File: config.mk
export PLATFORM = sky130hd
export DESIGN_NAME = rtc_core
export DESIGN_NICKNAME = d
export VERILOG_FILES = /design/src/verilog/rtc_pkg.sv /design/src/verilog/rtc_core.sv
export VERILOG_INCLUDE_DIRS = /design/src /design/src/verilog
export SDC_FILE = /design/constraint.sdc
export NUM_CORES = 1
export LEC_CHECK = 0
export BUFFER_PORTS_ARGS = -buffer_cell sky130_fd_sc_hd__buf_2
export CORE_ASPECT_RATIO = 0.6
export CORE_MARGIN = 8
export CORE_UTILIZATION = 50
export CTS_BUF_LIST = sky130_fd_sc_hd__clkbuf_4 sky130_fd_sc_hd__clkbuf_8
export CTS_CLUSTER_DIAMETER = 120
export DETAILED_ROUTE_END_ITERATION = 10
export PLACE_DENSITY = 0.68
export SLEW_MARGIN = 20
export SYNTH_ARGS = -nofsm -noshare
export SYNTH_HDL_FRONTEND = slang
export SYNTH_SLANG_ARGS = --single-unit
File: constraint.sdc
create_clock -name sys_clk -period 3.1 [get_ports sys_clk]
set_input_delay 0.62 -clock sys_clk [delete_from_list [all_inputs] [get_ports sys_clk]]
set_output_delay 0.62 -clock sys_clk [all_outputs]
set_load 0.05 [all_outputs]
File: src/verilog/rtc_consts.svh
// Register indices, field positions, reset values and timing counts
`ifndef RTC_CONSTS_SVH
`define RTC_CONSTS_SVH

// ---------------------------------------------------------------
// Register indices (byte address is four times the index)
// ---------------------------------------------------------------
`define RTC_REG_SEC 5'h00
`define RTC_REG_MIN 5'h01
`define RTC_REG_HOUR 5'h02
`define RTC_REG_DOW 5'h03
`define RTC_REG_DAY 5'h04
`define RTC_REG_MON 5'h05
`define RTC_REG_YEAR 5'h06
`define RTC_REG_ADJ 5'h07
`define RTC_REG_AWMIN 5'h08
`define RTC_REG_AWHOUR 5'h09
`define RTC_REG_AWDOW 5'h0a
`define RTC_REG_ADMIN 5'h0b
`define RTC_REG_ADHOUR 5'h0c
`define RTC_REG_CTRL 5'h0d
`define RTC_REG_STAT 5'h0e
`define RTC_REG_MASK 5'h0f
`define RTC_REG_CTRL2 5'h10

// ---------------------------------------------------------------
// Control fields and the hour PM bit
// ---------------------------------------------------------------
`define RTC_CTRL_H24 0
`define RTC_CTRL_AWEN 1
`define RTC_CTRL_ADEN 2
`define RTC_CTRL_HALT 3
`define RTC_CTRL_SEL_LO 4
`define RTC_CTRL_CKOFF 7
`define RTC_CTRL2_VDSL 0
`define RTC_HOUR_PM 5

// ---------------------------------------------------------------
// Status bits and reset values
// ---------------------------------------------------------------
`define RTC_ST_PER 0
`define RTC_ST_AW 1
`define RTC_ST_AD 2
`define RTC_ST_XSTP 3
`define RTC_ST_VDET 4
`define RTC_ST_RST 5'h08
`define RTC_CTRL_RST 8'h01
`define RTC_DAY_RST 8'h01

// ---------------------------------------------------------------
// Timing
// ---------------------------------------------------------------
`define RTC_XTAL_HZ 32768
`define RTC_DIV_BASE 16'h0040
`define RTC_DIV_HALF 16'h403f
`define RTC_DIV_TERM 16'h803f
`define RTC_CLK_MHZ 125
`define RTC_OSC_STOP_US 1000

`endif

File: src/verilog/rtc_pkg.sv
// Types shared by the real-time clock core
package rtc_pkg;
  typedef logic [7:0] rtc_byte_t;
  typedef logic [4:0] rtc_idx_t;
  typedef enum logic [1:0] {
    SER_CMD,
    SER_WR,
    SER_RD
  } rtc_ser_state_t;
endpackage : rtc_pkg
File: src/verilog/rtc_core.sv
// Real-time clock and calendar core with serial and Wishbone access
`timescale 1ns/1ns
`include "rtc_consts.svh"

module rtc_core #(
  parameter logic CLK_CTRL_EN = 1'b1,
  parameter int OSC_STOP_CYC = `RTC_OSC_STOP_US * `RTC_CLK_MHZ
) (
  input wire logic sys_clk,
  input wire logic rst_b,
  input wire logic wb_cyc_i,
  input wire logic wb_stb_i,
  input wire logic wb_we_i,
  input wire logic [7:0] wb_adr_i,
  input wire logic [31:0] wb_dat_i,
  input wire logic [3:0] wb_sel_i,
  output logic [31:0] wb_dat_o,
  output logic wb_ack_o,
  output logic irq,
  input wire logic ser_sel,
  input wire logic ser_clk,
  input wire logic ser_din,
  output logic ser_dout,
  output logic ser_dout_oe,
  input wire logic crystal_in,
  output logic crystal_out,
  output logic crystal_clock_out,
  output logic crystal_clock_out_oe,
  output logic shared_irq_n,
  output logic shared_irq_n_oe,
  input wire logic supply_below_high,
  input wire logic supply_below_low
);
  import rtc_pkg::*;

  // ---------------------------------------------------------------
  // Storage
  // ---------------------------------------------------------------
  rtc_byte_t sec_ff, min_ff, hour_ff, dow_ff, day_ff, mon_ff, year_ff;
  rtc_byte_t adj_ff, awmin_ff, awhour_ff, awdow_ff, admin_ff, adhour_ff;
  rtc_byte_t ctrl_ff, ctrl2_ff;
  logic [4:0] st_ff, mask_ff;
  logic [15:0] div_ff;
  logic xin_d_ff, sclk_d_ff;
  logic [17:0] stop_cnt_ff;
  logic aw_match_d_ff, ad_match_d_ff;
  rtc_ser_state_t ser_st_ff;
  logic [2:0] bit_cnt_ff;
  rtc_byte_t sh_in_ff, sh_out_ff;
  rtc_idx_t ser_idx_ff;
  logic ser_wr_ff;
  rtc_idx_t ser_widx_ff;
  rtc_byte_t ser_wdat_ff;

  // ---------------------------------------------------------------
  // Functions
  // ---------------------------------------------------------------
  function automatic rtc_byte_t bcd_inc(input rtc_byte_t v);
    if (v[3:0] == 4'h9) begin
      bcd_inc = {v[7:4] + 4'h1, 4'h0};
    end else begin
      bcd_inc = {v[7:4], v[3:0] + 4'h1};
    end
  endfunction : bcd_inc

  function automatic rtc_byte_t last_day(input rtc_byte_t m,
                                         input rtc_byte_t y);
    logic leap;
    leap = y[4] ? (y[3:0] == 4'h2 || y[3:0] == 4'h6)
                : (y[3:0] == 4'h0 || y[3:0] == 4'h4 || y[3:0] == 4'h8);
    unique case (m)
      8'h02: last_day = leap ? 8'h29 : 8'h28;
      8'h04, 8'h06, 8'h09, 8'h11: last_day = 8'h30;
      default: last_day = 8'h31;
    endcase
  endfunction : last_day

  function automatic rtc_byte_t rd_mux(input rtc_idx_t i);
    unique case (i)
      `RTC_REG_SEC: rd_mux = sec_ff;
      `RTC_REG_MIN: rd_mux = min_ff;
      `RTC_REG_HOUR: rd_mux = hour_ff;
      `RTC_REG_DOW: rd_mux = dow_ff;
      `RTC_REG_DAY: rd_mux = day_ff;
      `RTC_REG_MON: rd_mux = mon_ff;
      `RTC_REG_YEAR: rd_mux = year_ff;
      `RTC_REG_ADJ: rd_mux = adj_ff;
      `RTC_REG_AWMIN: rd_mux = awmin_ff;
      `RTC_REG_AWHOUR: rd_mux = awhour_ff;
      `RTC_REG_AWDOW: rd_mux = awdow_ff;
      `RTC_REG_ADMIN: rd_mux = admin_ff;
      `RTC_REG_ADHOUR: rd_mux = adhour_ff;
      `RTC_REG_CTRL: rd_mux = ctrl_ff;
      `RTC_REG_STAT: rd_mux = {3'h0, st_ff};
      `RTC_REG_MASK: rd_mux = {3'h0, mask_ff};
      `RTC_REG_CTRL2: rd_mux = ctrl2_ff;
      default: rd_mux = 8'h00;
    endcase
  endfunction : rd_mux

  // ---------------------------------------------------------------
  // Write port shared by Wishbone and the serial link
  // ---------------------------------------------------------------
  logic wb_req, wb_wr, wr_en;
  rtc_idx_t wr_idx;
  rtc_byte_t wr_dat;
  logic wb_hit;

  assign wb_req = wb_cyc_i & wb_stb_i & ~wb_ack_o & ~ser_wr_ff;
  assign wb_hit = (wb_adr_i[7:2] <= {1'b0, `RTC_REG_CTRL2});
  assign wb_wr = wb_req & wb_we_i & wb_sel_i[0] & wb_hit;
  assign wr_en = wb_wr | ser_wr_ff;
  assign wr_idx = ser_wr_ff ? ser_widx_ff : wb_adr_i[6:2];
  assign wr_dat = ser_wr_ff ? ser_wdat_ff : wb_dat_i[7:0];

  function automatic logic wr_to(input rtc_idx_t i);
    wr_to = wr_en && (wr_idx == i);
  endfunction : wr_to

  always_ff @(posedge sys_clk or negedge rst_b) begin
    if (!rst_b) begin
      wb_ack_o <= 1'b0;
      wb_dat_o <= 32'h0000_0000;
    end else begin
      wb_ack_o <= wb_req;
      if (wb_req) begin
        wb_dat_o <= wb_hit ? {24'h00_0000, rd_mux(wb_adr_i[6:2])}
                           : 32'h0000_0000;
      end
    end
  end

  // ---------------------------------------------------------------
  // Crystal divider with adjustment
  // ---------------------------------------------------------------
  logic xedge, half_tick, sec_tick;
  assign xedge = crystal_in & ~xin_d_ff;
  assign half_tick = xedge && (div_ff == `RTC_DIV_HALF);
  assign sec_tick = xedge && (div_ff == `RTC_DIV_TERM);

  always_ff @(posedge sys_clk or negedge rst_b) begin
    if (!rst_b) begin
      xin_d_ff <= 1'b0;
      div_ff <= `RTC_DIV_BASE;
    end else begin
      xin_d_ff <= crystal_in;
      if (wr_to(`RTC_REG_SEC)) begin
        div_ff <= `RTC_DIV_BASE;
      end else if (sec_tick) begin
        // Every ten seconds the reload shifts by the signed offset
        if (sec_ff[3:0] == 4'h9) begin
          div_ff <= `RTC_DIV_BASE + {{9{adj_ff[6]}}, adj_ff[6:0]};
        end else begin
          div_ff <= `RTC_DIV_BASE;
        end
      end else if (xedge) begin
        div_ff <= div_ff + 16'h0001;
      end
    end
  end

  // ---------------------------------------------------------------
  // Time and calendar counters
  // ---------------------------------------------------------------
  logic h24, min_c, hr_c, day_c, mon_c, yr_c;
  logic hour_last;
  rtc_byte_t hr_inc;
  assign hr_inc = bcd_inc({3'h0, hour_ff[4:0]});
  assign h24 = ctrl_ff[`RTC_CTRL_H24];
  assign hour_last = h24 ? (hour_ff == 8'h23) : (hour_ff == 8'h31);
  assign min_c = sec_tick && (sec_ff == 8'h59);
  assign hr_c = min_c && (min_ff == 8'h59);
  assign day_c = hr_c && hour_last;
  assign mon_c = day_c && (day_ff == last_day(mon_ff, year_ff));
  assign yr_c = mon_c && (mon_ff == 8'h12);

  always_ff @(posedge sys_clk or negedge rst_b) begin
    if (!rst_b) begin
      sec_ff <= 8'h00;
      min_ff <= 8'h00;
      hour_ff <= 8'h00;
      dow_ff <= 8'h00;
      day_ff <= `RTC_DAY_RST;
      mon_ff <= `RTC_DAY_RST;
      year_ff <= 8'h00;
    end else begin
      if (wr_to(`RTC_REG_SEC)) begin
        sec_ff <= wr_dat;
      end else if (sec_tick) begin
        sec_ff <= min_c ? 8'h00 : bcd_inc(sec_ff);
      end
      if (wr_to(`RTC_REG_MIN)) begin
        min_ff <= wr_dat;
      end else if (min_c) begin
        min_ff <= hr_c ? 8'h00 : bcd_inc(min_ff);
      end
      if (wr_to(`RTC_REG_HOUR)) begin
        hour_ff <= wr_dat;
      end else if (hr_c) begin
        if (h24) begin
          hour_ff <= day_c ? 8'h00 : bcd_inc(hour_ff);
        end else if (hour_ff[4:0] == 5'h11) begin
          hour_ff <= {2'b00, ~hour_ff[`RTC_HOUR_PM], 5'h12};
        end else if (hour_ff[4:0] == 5'h12) begin
          hour_ff <= {2'b00, hour_ff[`RTC_HOUR_PM], 5'h01};
        end else begin
          hour_ff <= {2'b00, hour_ff[`RTC_HOUR_PM], hr_inc[4:0]};
        end
      end
      if (wr_to(`RTC_REG_DOW)) begin
        dow_ff <= wr_dat;
      end else if (day_c) begin
        dow_ff <= (dow_ff == 8'h06) ? 8'h00 : dow_ff + 8'h01;
      end
      if (wr_to(`RTC_REG_DAY)) begin
        day_ff <= wr_dat;
      end else if (day_c) begin
        day_ff <= mon_c ? `RTC_DAY_RST : bcd_inc(day_ff);
      end
      if (wr_to(`RTC_REG_MON)) begin
        mon_ff <= wr_dat;
      end else if (mon_c) begin
        mon_ff <= yr_c ? `RTC_DAY_RST : bcd_inc(mon_ff);
      end
      if (wr_to(`RTC_REG_YEAR)) begin
        year_ff <= wr_dat;
      end else if (yr_c) begin
        year_ff <= (year_ff == 8'h99) ? 8'h00 : bcd_inc(year_ff);
      end
    end
  end

  // ---------------------------------------------------------------
  // Settings
  // ---------------------------------------------------------------
  always_ff @(posedge sys_clk or negedge rst_b) begin
    if (!rst_b) begin
      adj_ff <= 8'h00;
      awmin_ff <= 8'h00;
      awhour_ff <= 8'h00;
      awdow_ff <= 8'h00;
      admin_ff <= 8'h00;
      adhour_ff <= 8'h00;
      ctrl_ff <= `RTC_CTRL_RST;
      ctrl2_ff <= 8'h00;
      mask_ff <= 5'h00;
    end else begin
      if (wr_to(`RTC_REG_ADJ)) adj_ff <= wr_dat;
      if (wr_to(`RTC_REG_AWMIN)) awmin_ff <= wr_dat;
      if (wr_to(`RTC_REG_AWHOUR)) awhour_ff <= wr_dat;
      if (wr_to(`RTC_REG_AWDOW)) awdow_ff <= {1'b0, wr_dat[6:0]};
      if (wr_to(`RTC_REG_ADMIN)) admin_ff <= wr_dat;
      if (wr_to(`RTC_REG_ADHOUR)) adhour_ff <= wr_dat;
      if (wr_to(`RTC_REG_CTRL)) ctrl_ff <= wr_dat;
      if (wr_to(`RTC_REG_CTRL2)) ctrl2_ff <= {7'h00, wr_dat[0]};
      if (wr_to(`RTC_REG_MASK)) mask_ff <= wr_dat[4:0];
    end
  end

  // ---------------------------------------------------------------
  // Events, status and interrupts
  // ---------------------------------------------------------------
  logic per_ev, aw_match, ad_match, osc_stop, vdet;
  logic [4:0] st_set, st_clr;

  always_comb begin
    unique case (ctrl_ff[`RTC_CTRL_SEL_LO +: 3])
      3'h1: per_ev = half_tick | sec_tick;
      3'h2: per_ev = sec_tick;
      3'h3: per_ev = min_c;
      3'h4: per_ev = hr_c;
      3'h5: per_ev = day_c;
      3'h6: per_ev = mon_c;
      default: per_ev = 1'b0;
    endcase
  end

  assign aw_match = ctrl_ff[`RTC_CTRL_AWEN] && (min_ff == awmin_ff) &&
                    (hour_ff == awhour_ff) && awdow_ff[dow_ff[2:0]];
  assign ad_match = ctrl_ff[`RTC_CTRL_ADEN] && (min_ff == admin_ff) &&
                    (hour_ff == adhour_ff);
  assign osc_stop = (stop_cnt_ff == 18'(OSC_STOP_CYC - 1));
  assign vdet = ctrl2_ff[`RTC_CTRL2_VDSL] ? supply_below_low
                                          : supply_below_high;
  assign st_set = {vdet, osc_stop, ad_match & ~ad_match_d_ff,
                   aw_match & ~aw_match_d_ff, per_ev};
  assign st_clr = wr_to(`RTC_REG_STAT) ? wr_dat[4:0] : 5'h00;

  always_ff @(posedge sys_clk or negedge rst_b) begin
    if (!rst_b) begin
      stop_cnt_ff <= 18'h0_0000;
      aw_match_d_ff <= 1'b0;
      ad_match_d_ff <= 1'b0;
      st_ff <= `RTC_ST_RST;
      irq <= 1'b0;
      shared_irq_n_oe <= 1'b0;
    end else begin
      if (xedge) begin
        stop_cnt_ff <= 18'h0_0000;
      end else if (!osc_stop) begin
        stop_cnt_ff <= stop_cnt_ff + 18'h0_0001;
      end
      aw_match_d_ff <= aw_match;
      ad_match_d_ff <= ad_match;
      st_ff <= (st_ff & ~st_clr) | st_set;
      irq <= |(((st_ff & ~st_clr) | st_set) & mask_ff);
      shared_irq_n_oe <= (st_ff[`RTC_ST_PER] & ~ctrl_ff[`RTC_CTRL_HALT]) |
                         st_ff[`RTC_ST_AW] | st_ff[`RTC_ST_AD];
    end
  end

  assign shared_irq_n = 1'b0;

  // ---------------------------------------------------------------
  // Clock outputs
  // ---------------------------------------------------------------
  logic ck_en;
  assign ck_en = ~(CLK_CTRL_EN & ctrl_ff[`RTC_CTRL_CKOFF]);

  always_ff @(posedge sys_clk or negedge rst_b) begin
    if (!rst_b) begin
      crystal_out <= 1'b0;
      crystal_clock_out_oe <= 1'b0;
    end else begin
      crystal_out <= ~crystal_in;
      crystal_clock_out_oe <= ck_en & ~crystal_in;
    end
  end

  assign crystal_clock_out = 1'b0;

  // ---------------------------------------------------------------
  // Serial link
  // ---------------------------------------------------------------
  logic sclk_rise, sclk_fall;
  rtc_byte_t byte_in;
  assign sclk_rise = ser_sel & ser_clk & ~sclk_d_ff;
  assign sclk_fall = ser_sel & ~ser_clk & sclk_d_ff;
  assign byte_in = {sh_in_ff[6:0], ser_din};

  always_ff @(posedge sys_clk or negedge rst_b) begin
    if (!rst_b) begin
      sclk_d_ff <= 1'b0;
      ser_st_ff <= SER_CMD;
      bit_cnt_ff <= 3'h0;
      sh_in_ff <= 8'h00;
      sh_out_ff <= 8'h00;
      ser_idx_ff <= 5'h00;
      ser_wr_ff <= 1'b0;
      ser_widx_ff <= 5'h00;
      ser_wdat_ff <= 8'h00;
      ser_dout <= 1'b0;
    end else begin
      sclk_d_ff <= ser_clk;
      ser_wr_ff <= 1'b0;
      if (!ser_sel) begin
        ser_st_ff <= SER_CMD;
        bit_cnt_ff <= 3'h0;
      end else if (sclk_rise) begin
        sh_in_ff <= byte_in;
        bit_cnt_ff <= bit_cnt_ff + 3'h1;
        if (bit_cnt_ff == 3'h7) begin
          unique case (ser_st_ff)
            SER_CMD: begin
              ser_st_ff <= byte_in[2] ? SER_RD : SER_WR;
              if (byte_in[2]) begin
                sh_out_ff <= rd_mux(byte_in[7:3]);
                ser_idx_ff <= byte_in[7:3] + 5'h01;
              end else begin
                ser_idx_ff <= byte_in[7:3];
              end
            end
            SER_WR: begin
              ser_wr_ff <= 1'b1;
              ser_widx_ff <= ser_idx_ff;
              ser_wdat_ff <= byte_in;
              ser_idx_ff <= ser_idx_ff + 5'h01;
            end
            SER_RD: begin
              sh_out_ff <= rd_mux(ser_idx_ff);
              ser_idx_ff <= ser_idx_ff + 5'h01;
            end
          endcase
        end
      end else if (sclk_fall && ser_st_ff == SER_RD) begin
        ser_dout <= sh_out_ff[7];
        sh_out_ff <= {sh_out_ff[6:0], 1'b0};
      end
    end
  end

  assign ser_dout_oe = ser_sel && (ser_st_ff == SER_RD);

endmodule : rtc_core

==> key figures, run 1 <==
Run status
  – Status: finished, final reports clean

Logic synthesis
  – Asr flop ratio synth: 100.0%
  – Flops & latches, synth: 213
  – Post-Syn Area: 0.01405 mm²
  – Count of different cell masters after synthesis: 91
  – Synth Flop Type: dfrtp_1
  – Cells after Synth: 1633
  – Post-synth EDFFs: 0
  – Avg Cell Area, Syn: 8.603 µm²
  – Yosys warns: 0
  – Seq/Total Area, Yosys: 37.99%

Detailed routing
  – First-pass DRT Iterations: 8
  – Routed WL per cell: 30.45 µm
  – Starting DRT DRC Count: 2562
  – DRC viols: 0
  – Drt via density: 6.827
  – Final ANT Viol Nets: 0
  – Routed WL: 65890 µm
  – DR vias: 14770

Power
  – Gate power share: 20.0%
  – Sequential power share: 43.1%
  – LEAKAGE: 7.098 nW
  – Sw Ratio: 33.71%
  – Peak supply drop: 0.0004055 V
  – Pwr/cell area: 458.7 mW/mm²
  – Switch Pwr: 2.535 mW
  – Internal power: 4.985 mW
  – Clock power frac: 36.9%

Final layout
  – Diode count: 0
  – Number of flip-flops in the largest register: 18
  – Register with the most flip-flops: stop_cnt_ff
  – Fraction of final layout cells with drive strength greater than 1: 17.70%
  – Utilization after layout: 59.44%
  – Layout net count: 1862
  – Biggest regs: stop_cnt_ff x18, div_ff x16
  – Fin area: 0.01639 mm²
  – Synth-to-Final Area Change: 16.70%

Worst setup path
  – Critical-path cell list: inv_1, ha_1, nand2_1, nor3_1, buf_4, a221oi_1, nand3_1, a2111oi_0, a31oi_1, nor3_1, buf_4, o31ai_1
  – Crit path arrival time: 3.42 ns
  – Crit path buf inv count: 3
  – Worst Setup Start Kind: flop
  – CP required: 3.52 ns
  – Critical path endpoint category: flop
  – Critical path class: reg2reg
  – CP top delay family: compound AO/OA/AOI/OAI gates
  – Max stage delay cell, worst path: a2111oi_0
  – Crit-path max FO: 6
  – Crit-path max cell delay: 0.54 ns

Clocking
  – Cts bufs inserted: 35
  – Hold Buf Count CTS: 0
  – CTS tree: yes
  – Worst-Skew Late Latency: 0.57 ns
  – Setup bufs post-CTS: 0
  – Clock Sinks: 213
  – Clock Tree Buf Depth: 3
  – Root buf cell: clkbuf_8
  – Worst-path clk slew: 0.07 ns
  – H-Tree Depth: 2

Floorplan
  – Io pins: 96
  – Initial Util: 50.94%
  – Rows: 47
  – Die width: 232.4 µm
  – DIE HEIGHT: 145.8 µm
  – Die Area: 0.03389 mm²
  – Core area: 0.02758 mm²

Worst hold path
  – Hold crit path type: in2async

Global route
  – Largest net degree at the start of global routing: 82
  – GRT overflow: 0
  – First-pass GRT wire length: 95430 µm
  – Number of global-route vias before repair: 13790
  – Initial antenna violation count: 1
  – GRT Overall Usage: 38.13%

STA
  – Max Clock Freq: 0.3330 GHz
  – Slew @ Worst Pin: 0.8828 ns
  – Final Critical Period: 3.003 ns
  – Final period utilization: 96.88%
  – Min Hold Slack: 0.05102 ns
  – Headroom to the max-slew limit: 41.14%
  – Final Hold Viols: 0
  – Setup-failing EPs final: 0
  – Worst setup margin: 0.09686 ns
  – Final Max Slew Viols: 0
  – Fin Setup TNS: 0 ns
  – Fin Clk Skew: 0.01823 ns

Placed design
  – Post-Place Setup Slack: 0.1967 ns
  – Post-placement cell area: 0.01559 mm²
  – Port Buffers: 40
  – Final estimated routing congestion in global placement: 1.149
  – Detail Placement HPWL: 49750 µm

Job
  – Number of max-cap violations: 0
## cell families after synthesis
logic type / after synthesis / share of synthesized area [%]
xor gates and xnor gates: 67 / 4.177
other: 1 / 0.02669
adders and majority gates: 36 / 3.206
DFF: 213 / 37.99
buffers and inverters: 167 / 5.237
and+or+nand+nor: 617 / 21.94
muxes: 60 / 4.507
AOI/OAI and AO/OA: 472 / 22.92
## through the flow
| step | std cells | power [mW] |
|---|---|---|
| global placement | 2101 | 4.674 |
| finish | 2164 | 7.520 |
| detailed placement | 2101 | 4.701 |
| global route | 2164 | 7.773 |
| CTS | 2164 | 7.445 |
| floorplan | 1658 | 4.024 |
## cell usage after synthesis, types with 40 or more instances
library cell  number  area share, %
a21oi_1           58            2.1
a22oi_1           66            3.5
a221oi_1          41            2.6
dfrtp_1          208             37
nor2_1           134            3.6
nor3_1            40            1.4
xor2_1            41            2.6
mux2i_1           43            3.1
clkbuf_1          90            2.4
nand2_1          193            5.2
nand3_1           56            2.0
o21ai_0          138            4.9
## layout make-up
cell class	count	area (µm²)
Tap cell	367	459.2
Timing Repair Buffer	207	1577
Clock buffer	57	703.2
Inverter	36	135.1
Sequential cell	213	5338
Clock inverter	6	63.81
Multi-Input combinational cell	1278	8119
Fill cell	2450	11190
## metal layers
layer | up-vias | global-route usage, % | part of all wire [%]
met5 | - | 0 | 0.055
met4 | 2 | 10.13 | 3.3
met3 | 176 | 18.85 | 17
met2 | 1180 | 47.01 | 36
met1 | 7129 | 56.61 | 43
li1 | 6286 | - | -
## timing repair
item,in CTS,in global routing
gates resized for setup,0,7
endpoints found under the hold margin,0,0
endpoints found under the setup margin,0,1
## power groups by stage
stage | registers, mW | clock network (mW) | logic, mW
floorplan | 3.16 | 0 | 0.863
global placement | 3.26 | 0 | 1.41
detailed placement | 3.27 | 0 | 1.43
CTS | 3.22 | 2.79 | 1.44
global route | 3.25 | 2.92 | 1.60
finish | 3.24 | 2.77 | 1.50
## worst register-to-register path, cell delays in order, from the launching register on
cell and delay (ns):
dfrtp_1 0.45, inv_1 0.12, ha_1 0.23, nand2_1 0.12, nor3_1 0.06, buf_4 0.16, a221oi_1 0.38, nand3_1 0.19
a2111oi_0 0.54, a31oi_1 0.18, nor3_1 0.19, buf_4 0.16, o31ai_1 0.08
## final timing paths
path	start	to	slack (ns)	cells past startpoint
max in group asynchronous	rst_b	day_ff[0]	2.26	2
min	rst_b	stop_cnt_ff[7]	0.05	1
max	ser_idx_ff[0]	sh_out_ff[4]	0.1	12
min in group sys_clk	ser_clk	sclk_d_ff	0.19	1
max reg2reg	ser_idx_ff[0]	sh_out_ff[4]	0.1	12
min reg2reg	ad_match_d_ff	st_ff[2]	0.47	1
## placed cells by master (no fill, tap or decap), types with 41 or more instances in the layout
cell	n
o21ai_0	138
nand3_1	55
clkbuf_8	44
a22oi_1	66
nand2_1	193
nor2_1	134
a21oi_1	58
xor2_1	41
dfrtp_1	207
a221oi_1	41
buf_4	158
(Power assumes the default switching activity.)
==> run 2: changes to the inputs <==
--- a/config.mk
+++ b/config.mk
@@ -6,8 +6,8 @@
 export SDC_FILE = /design/constraint.sdc
 export NUM_CORES = 1
 export LEC_CHECK = 0
+export ABC_AREA = 1
 export BUFFER_PORTS_ARGS = -buffer_cell sky130_fd_sc_hd__buf_2
-export CORE_ASPECT_RATIO = 0.6
 export CORE_MARGIN = 8
 export CORE_UTILIZATION = 50
 export CTS_BUF_LIST = sky130_fd_sc_hd__clkbuf_4 sky130_fd_sc_hd__clkbuf_8
==> key figures, run 2 <==
Power
  – Clock power frac: 41.3% (+4.4 points)
  – Sw Ratio: 31.99% (-1.7 points)
  – Peak supply drop: 0.0004172 V (+2.9%)
  – Internal power: 4.813 mW (-3.5%)
  – Pwr/cell area: 434.9 mW/mm² (-5.2%)
  – Sequential power share: 42.7% (-0.4 points)
  – Gate power share: 15.9% (-4.1 points)
  – LEAKAGE: 7.725 nW (+8.8%)
  – Switch Pwr: 2.264 mW (-11%)

Global route
  – Initial antenna violation count: 2 (+1)
  – GRT overflow: 0 (unchanged)
  – Largest net degree at the start of global routing: 94 (+15%)
  – Number of global-route vias before repair: 15410 (+12%)
  – First-pass GRT wire length: 98030 µm (+2.7%)
  – GRT Overall Usage: 36.75% (-1.4 points)

Logic synthesis
  – Top-count cell post-synth: nand2_1
  – Flops & latches, synth: 213 (unchanged)
  – Area leader, netlist: dfrtp_1
  – Post-synth top cells: nand2_1, inv_1, dfrtp_1, nor2_1, o21ai_0
  – Avg Cell Area, Syn: 7.067 µm² (-18%)
  – Synth Flop Type: dfrtp_1
  – Asr flop ratio synth: 100.0% (unchanged)
  – Seq/Total Area, Yosys: 36.30% (-1.7 points)
  – Count of different cell masters after synthesis: 63 (-31%)
  – Post-synth EDFFs: 0 (unchanged)
  – Post-Syn Area: 0.01470 mm² (+4.6%)
  – Cells taking the most area after synthesis: dfrtp_1, nand2_1, inv_1
  – Share of the synthesized area in the top cell type: 35.41% (-1.6 points)
  – Cells after Synth: 2080 (+27%)
  – Yosys warns: 0 (unchanged)

Final layout
  – Register with the most flip-flops: stop_cnt_ff
  – Fraction of final layout cells with drive strength greater than 1: 10.77% (-6.9 points)
  – Layout net count: 2254 (+21%)
  – Diode count: 0 (unchanged)
  – Final std cells w/o fill: 2576 (+19%)
  – Utilization after layout: 56.39% (-3.1 points)
  – Biggest regs: stop_cnt_ff x18, div_ff x16
  – Most common cell after layout, fill and taps aside: nand2_1
  – Highest-count cells in the layout ignoring fill and taps: nand2_1, inv_1, dfrtp_1
  – Number of flip-flops in the largest register: 18 (unchanged)
  – Synth-to-Final Area Change: 10.70%

STA
  – Max Clock Freq: 0.3619 GHz (+8.7%)
  – RSZ-0062 raised after global routing: no
  – Slew @ Worst Pin: 0.7551 ns (-0.1277 ns)
  – Final Critical Period: 2.763 ns (-0.2399 ns)
  – Final Hold Viols: 0 (unchanged)
  – Setup-failing EPs final: 0 (unchanged)
  – Fin Clk Skew: 0.01847 ns (+0.0002339 ns)
  – Headroom to the max-slew limit: 49.54% (+8.4 points)
  – Fin Setup TNS: 0 ns (unchanged)
  – Final period utilization: 89.14% (-7.7 points)
  – Final Max Slew Viols: 0 (unchanged)

Worst setup path
  – CP required: 3.53 ns (about the same)
  – Critical path class: reg2reg
  – Worst Setup Start Kind: flop
  – Critical path endpoint category: flop
  – RR Startpoint: ser_wr_ff
  – R2R Setup Slk: 0.34 ns (+0.24 ns)
  – Cells on worst reg2reg path: 9 (-3)
  – Crit path arrival time: 3.20 ns (-0.22 ns)
  – R2R Path End: year_ff[7]
  – Crit-path max FO: 17 (+11)

Clocking
  – Setup bufs post-CTS: 0 (unchanged)
  – Cts bufs inserted: 39 (+11%)
  – Post_cts resized: 0 (unchanged)
  – Hold Buf Count CTS: 0 (unchanged)
  – CTS tree: yes
  – Clock Sinks: 213 (unchanged)
  – Worst-Skew Late Latency: 0.55 ns (-0.02 ns)
  – Clock Tree Buf Depth: 3 (unchanged)
  – Root buf cell: clkbuf_8
  – Worst-path clk slew: 0.08 ns (about the same)
  – H-Tree Depth: 2 (unchanged)

Detailed routing
  – DR vias: 15960 (+8.0%)
  – Routed WL: 66000 µm (+0.16%)
  – Final ANT Viol Nets: 0 (unchanged)
  – Starting DRT DRC Count: 2000 (-22%)
  – Drt via density: 6.194 (-9.3%)
  – DRC viols: 0 (unchanged)
  – Routed WL per cell: 25.62 µm (-16%)
  – First-pass DRT Iterations: 8 (unchanged)

Floorplan
  – DIE HEIGHT: 187.5 µm (+29%)
  – Die width: 187.5 µm (-19%)
  – Die Area: 0.03514 mm² (+3.7%)
  – Core area: 0.02886 mm² (+4.6%)
  – Io pins: 96 (unchanged)
  – Initial Util: 50.94% (about the same)
  – Rows: 62 (+32%)

Placed design
  – Final estimated routing congestion in global placement: 1.142 (-0.59%)
  – Placed cells: 2506 (+19%)
  – Port Buffers: 40 (unchanged)
  – Detail Placement HPWL: 51440 µm (+3.4%)

Run status
  – Status: finished, final reports clean

Worst hold path
  – Hold crit path type: in2async

Job
  – Number of max-cap violations: 0 (unchanged)
run 2: cell types whose count changed after synthesis, sizes merged, moves of 42 or more:
cell,change
mux2i,-42
nand2,+345
clkbuf,-69
a22oi,-62
inv,+235
nor2,+73
nand3,+80
o21ai,+57
o22ai,+120
run 2: worst max-delay path by stage:
stage / slack [ns] / depth (start not counted) / end / from
2_1_floorplan: 1.08 / 13 / year_ff[4] / min_ff[1]
3_3_place_gp: 0.32 / 11 / div_ff[15] / wb_adr_i[5]
3_5_place_dp: 0.26 / 9 / adhour_ff[0] / wb_adr_i[5]
4_1_cts: 0.37 / 9 / year_ff[7] / ser_wr_ff
5_1_grt: 0.18 / 9 / year_ff[7] / ser_wr_ff
6_report: 0.34 / 9 / year_ff[7] / ser_wr_ff
run 2: worst max-delay path, cell delays in order (launching register included):
cell and delay (ns):
dfrtp_1 0.78, nand2_1 0.13, o21ai_1 0.27, nand2_1 0.19
nor3_1 0.42, nand2_2 0.35, nand2_4 0.24, nand2_4 0.11
nand2_1 0.09, o21ai_2 0.05
run 2: kinds of logic after synthesis:
family	count (synthesis)	share of synthesized area [%]
compound gates	448	18.40
other cells	1	0.02551
mux	2	0.1447
flops	213	36.30
fa+ha+maj	36	3.064
buf+inv	350	10.17
simple gates	992	29.63
xor+xnor	38	2.264
run 2: cell type report:
class                           instances  area, µm²
Clock buffer                           62      790.8
Clock inverter                          8      46.29
Fill cell                            2724      12580
Inverter                              277       1046
Multi-Input combinational cell       1542       7963
Sequential cell                       213       5336
Tap cell                              384      480.5
Timing Repair Buffer                   90      610.6
run 2: power by group through the flow:
stage / clock, mW / combinational [mW] / sequential, mW
CTS: 2.94 / 1.09 / 3.02
global placement: 0 / 1.06 / 3.06
global route: 3.07 / 1.21 / 3.04
detailed placement: 0 / 1.08 / 3.07
finish: 2.92 / 1.13 / 3.02
floorplan: 0 / 0.664 / 3.06
run 2: per-layer routing:
layer / wire, µm / global-route usage, %
met1: 26460 / 47.84
met2: 27040 / 53.50
met3: 7413 / 9.265
met4: 5088 / 24.06
met5: 0 / 0
run 2: stage by stage:
step | hold WS, ns | area (µm²) | setup WS, ns | power (mW)
6_report | 0.09600 | 16270 | 0.3367 | 7.077
5_1_grt | 0.1500 | 16270 | 0.1803 | 7.321
4_1_cts | 0.1195 | 16270 | 0.3686 | 7.052
3_5_place_dp | 0.4680 | 15440 | 0.2613 | 4.151
3_3_place_gp | 0.4583 | 15440 | 0.3194 | 4.125
2_1_floorplan | 0.3244 | 14790 | 1.077 | 3.721
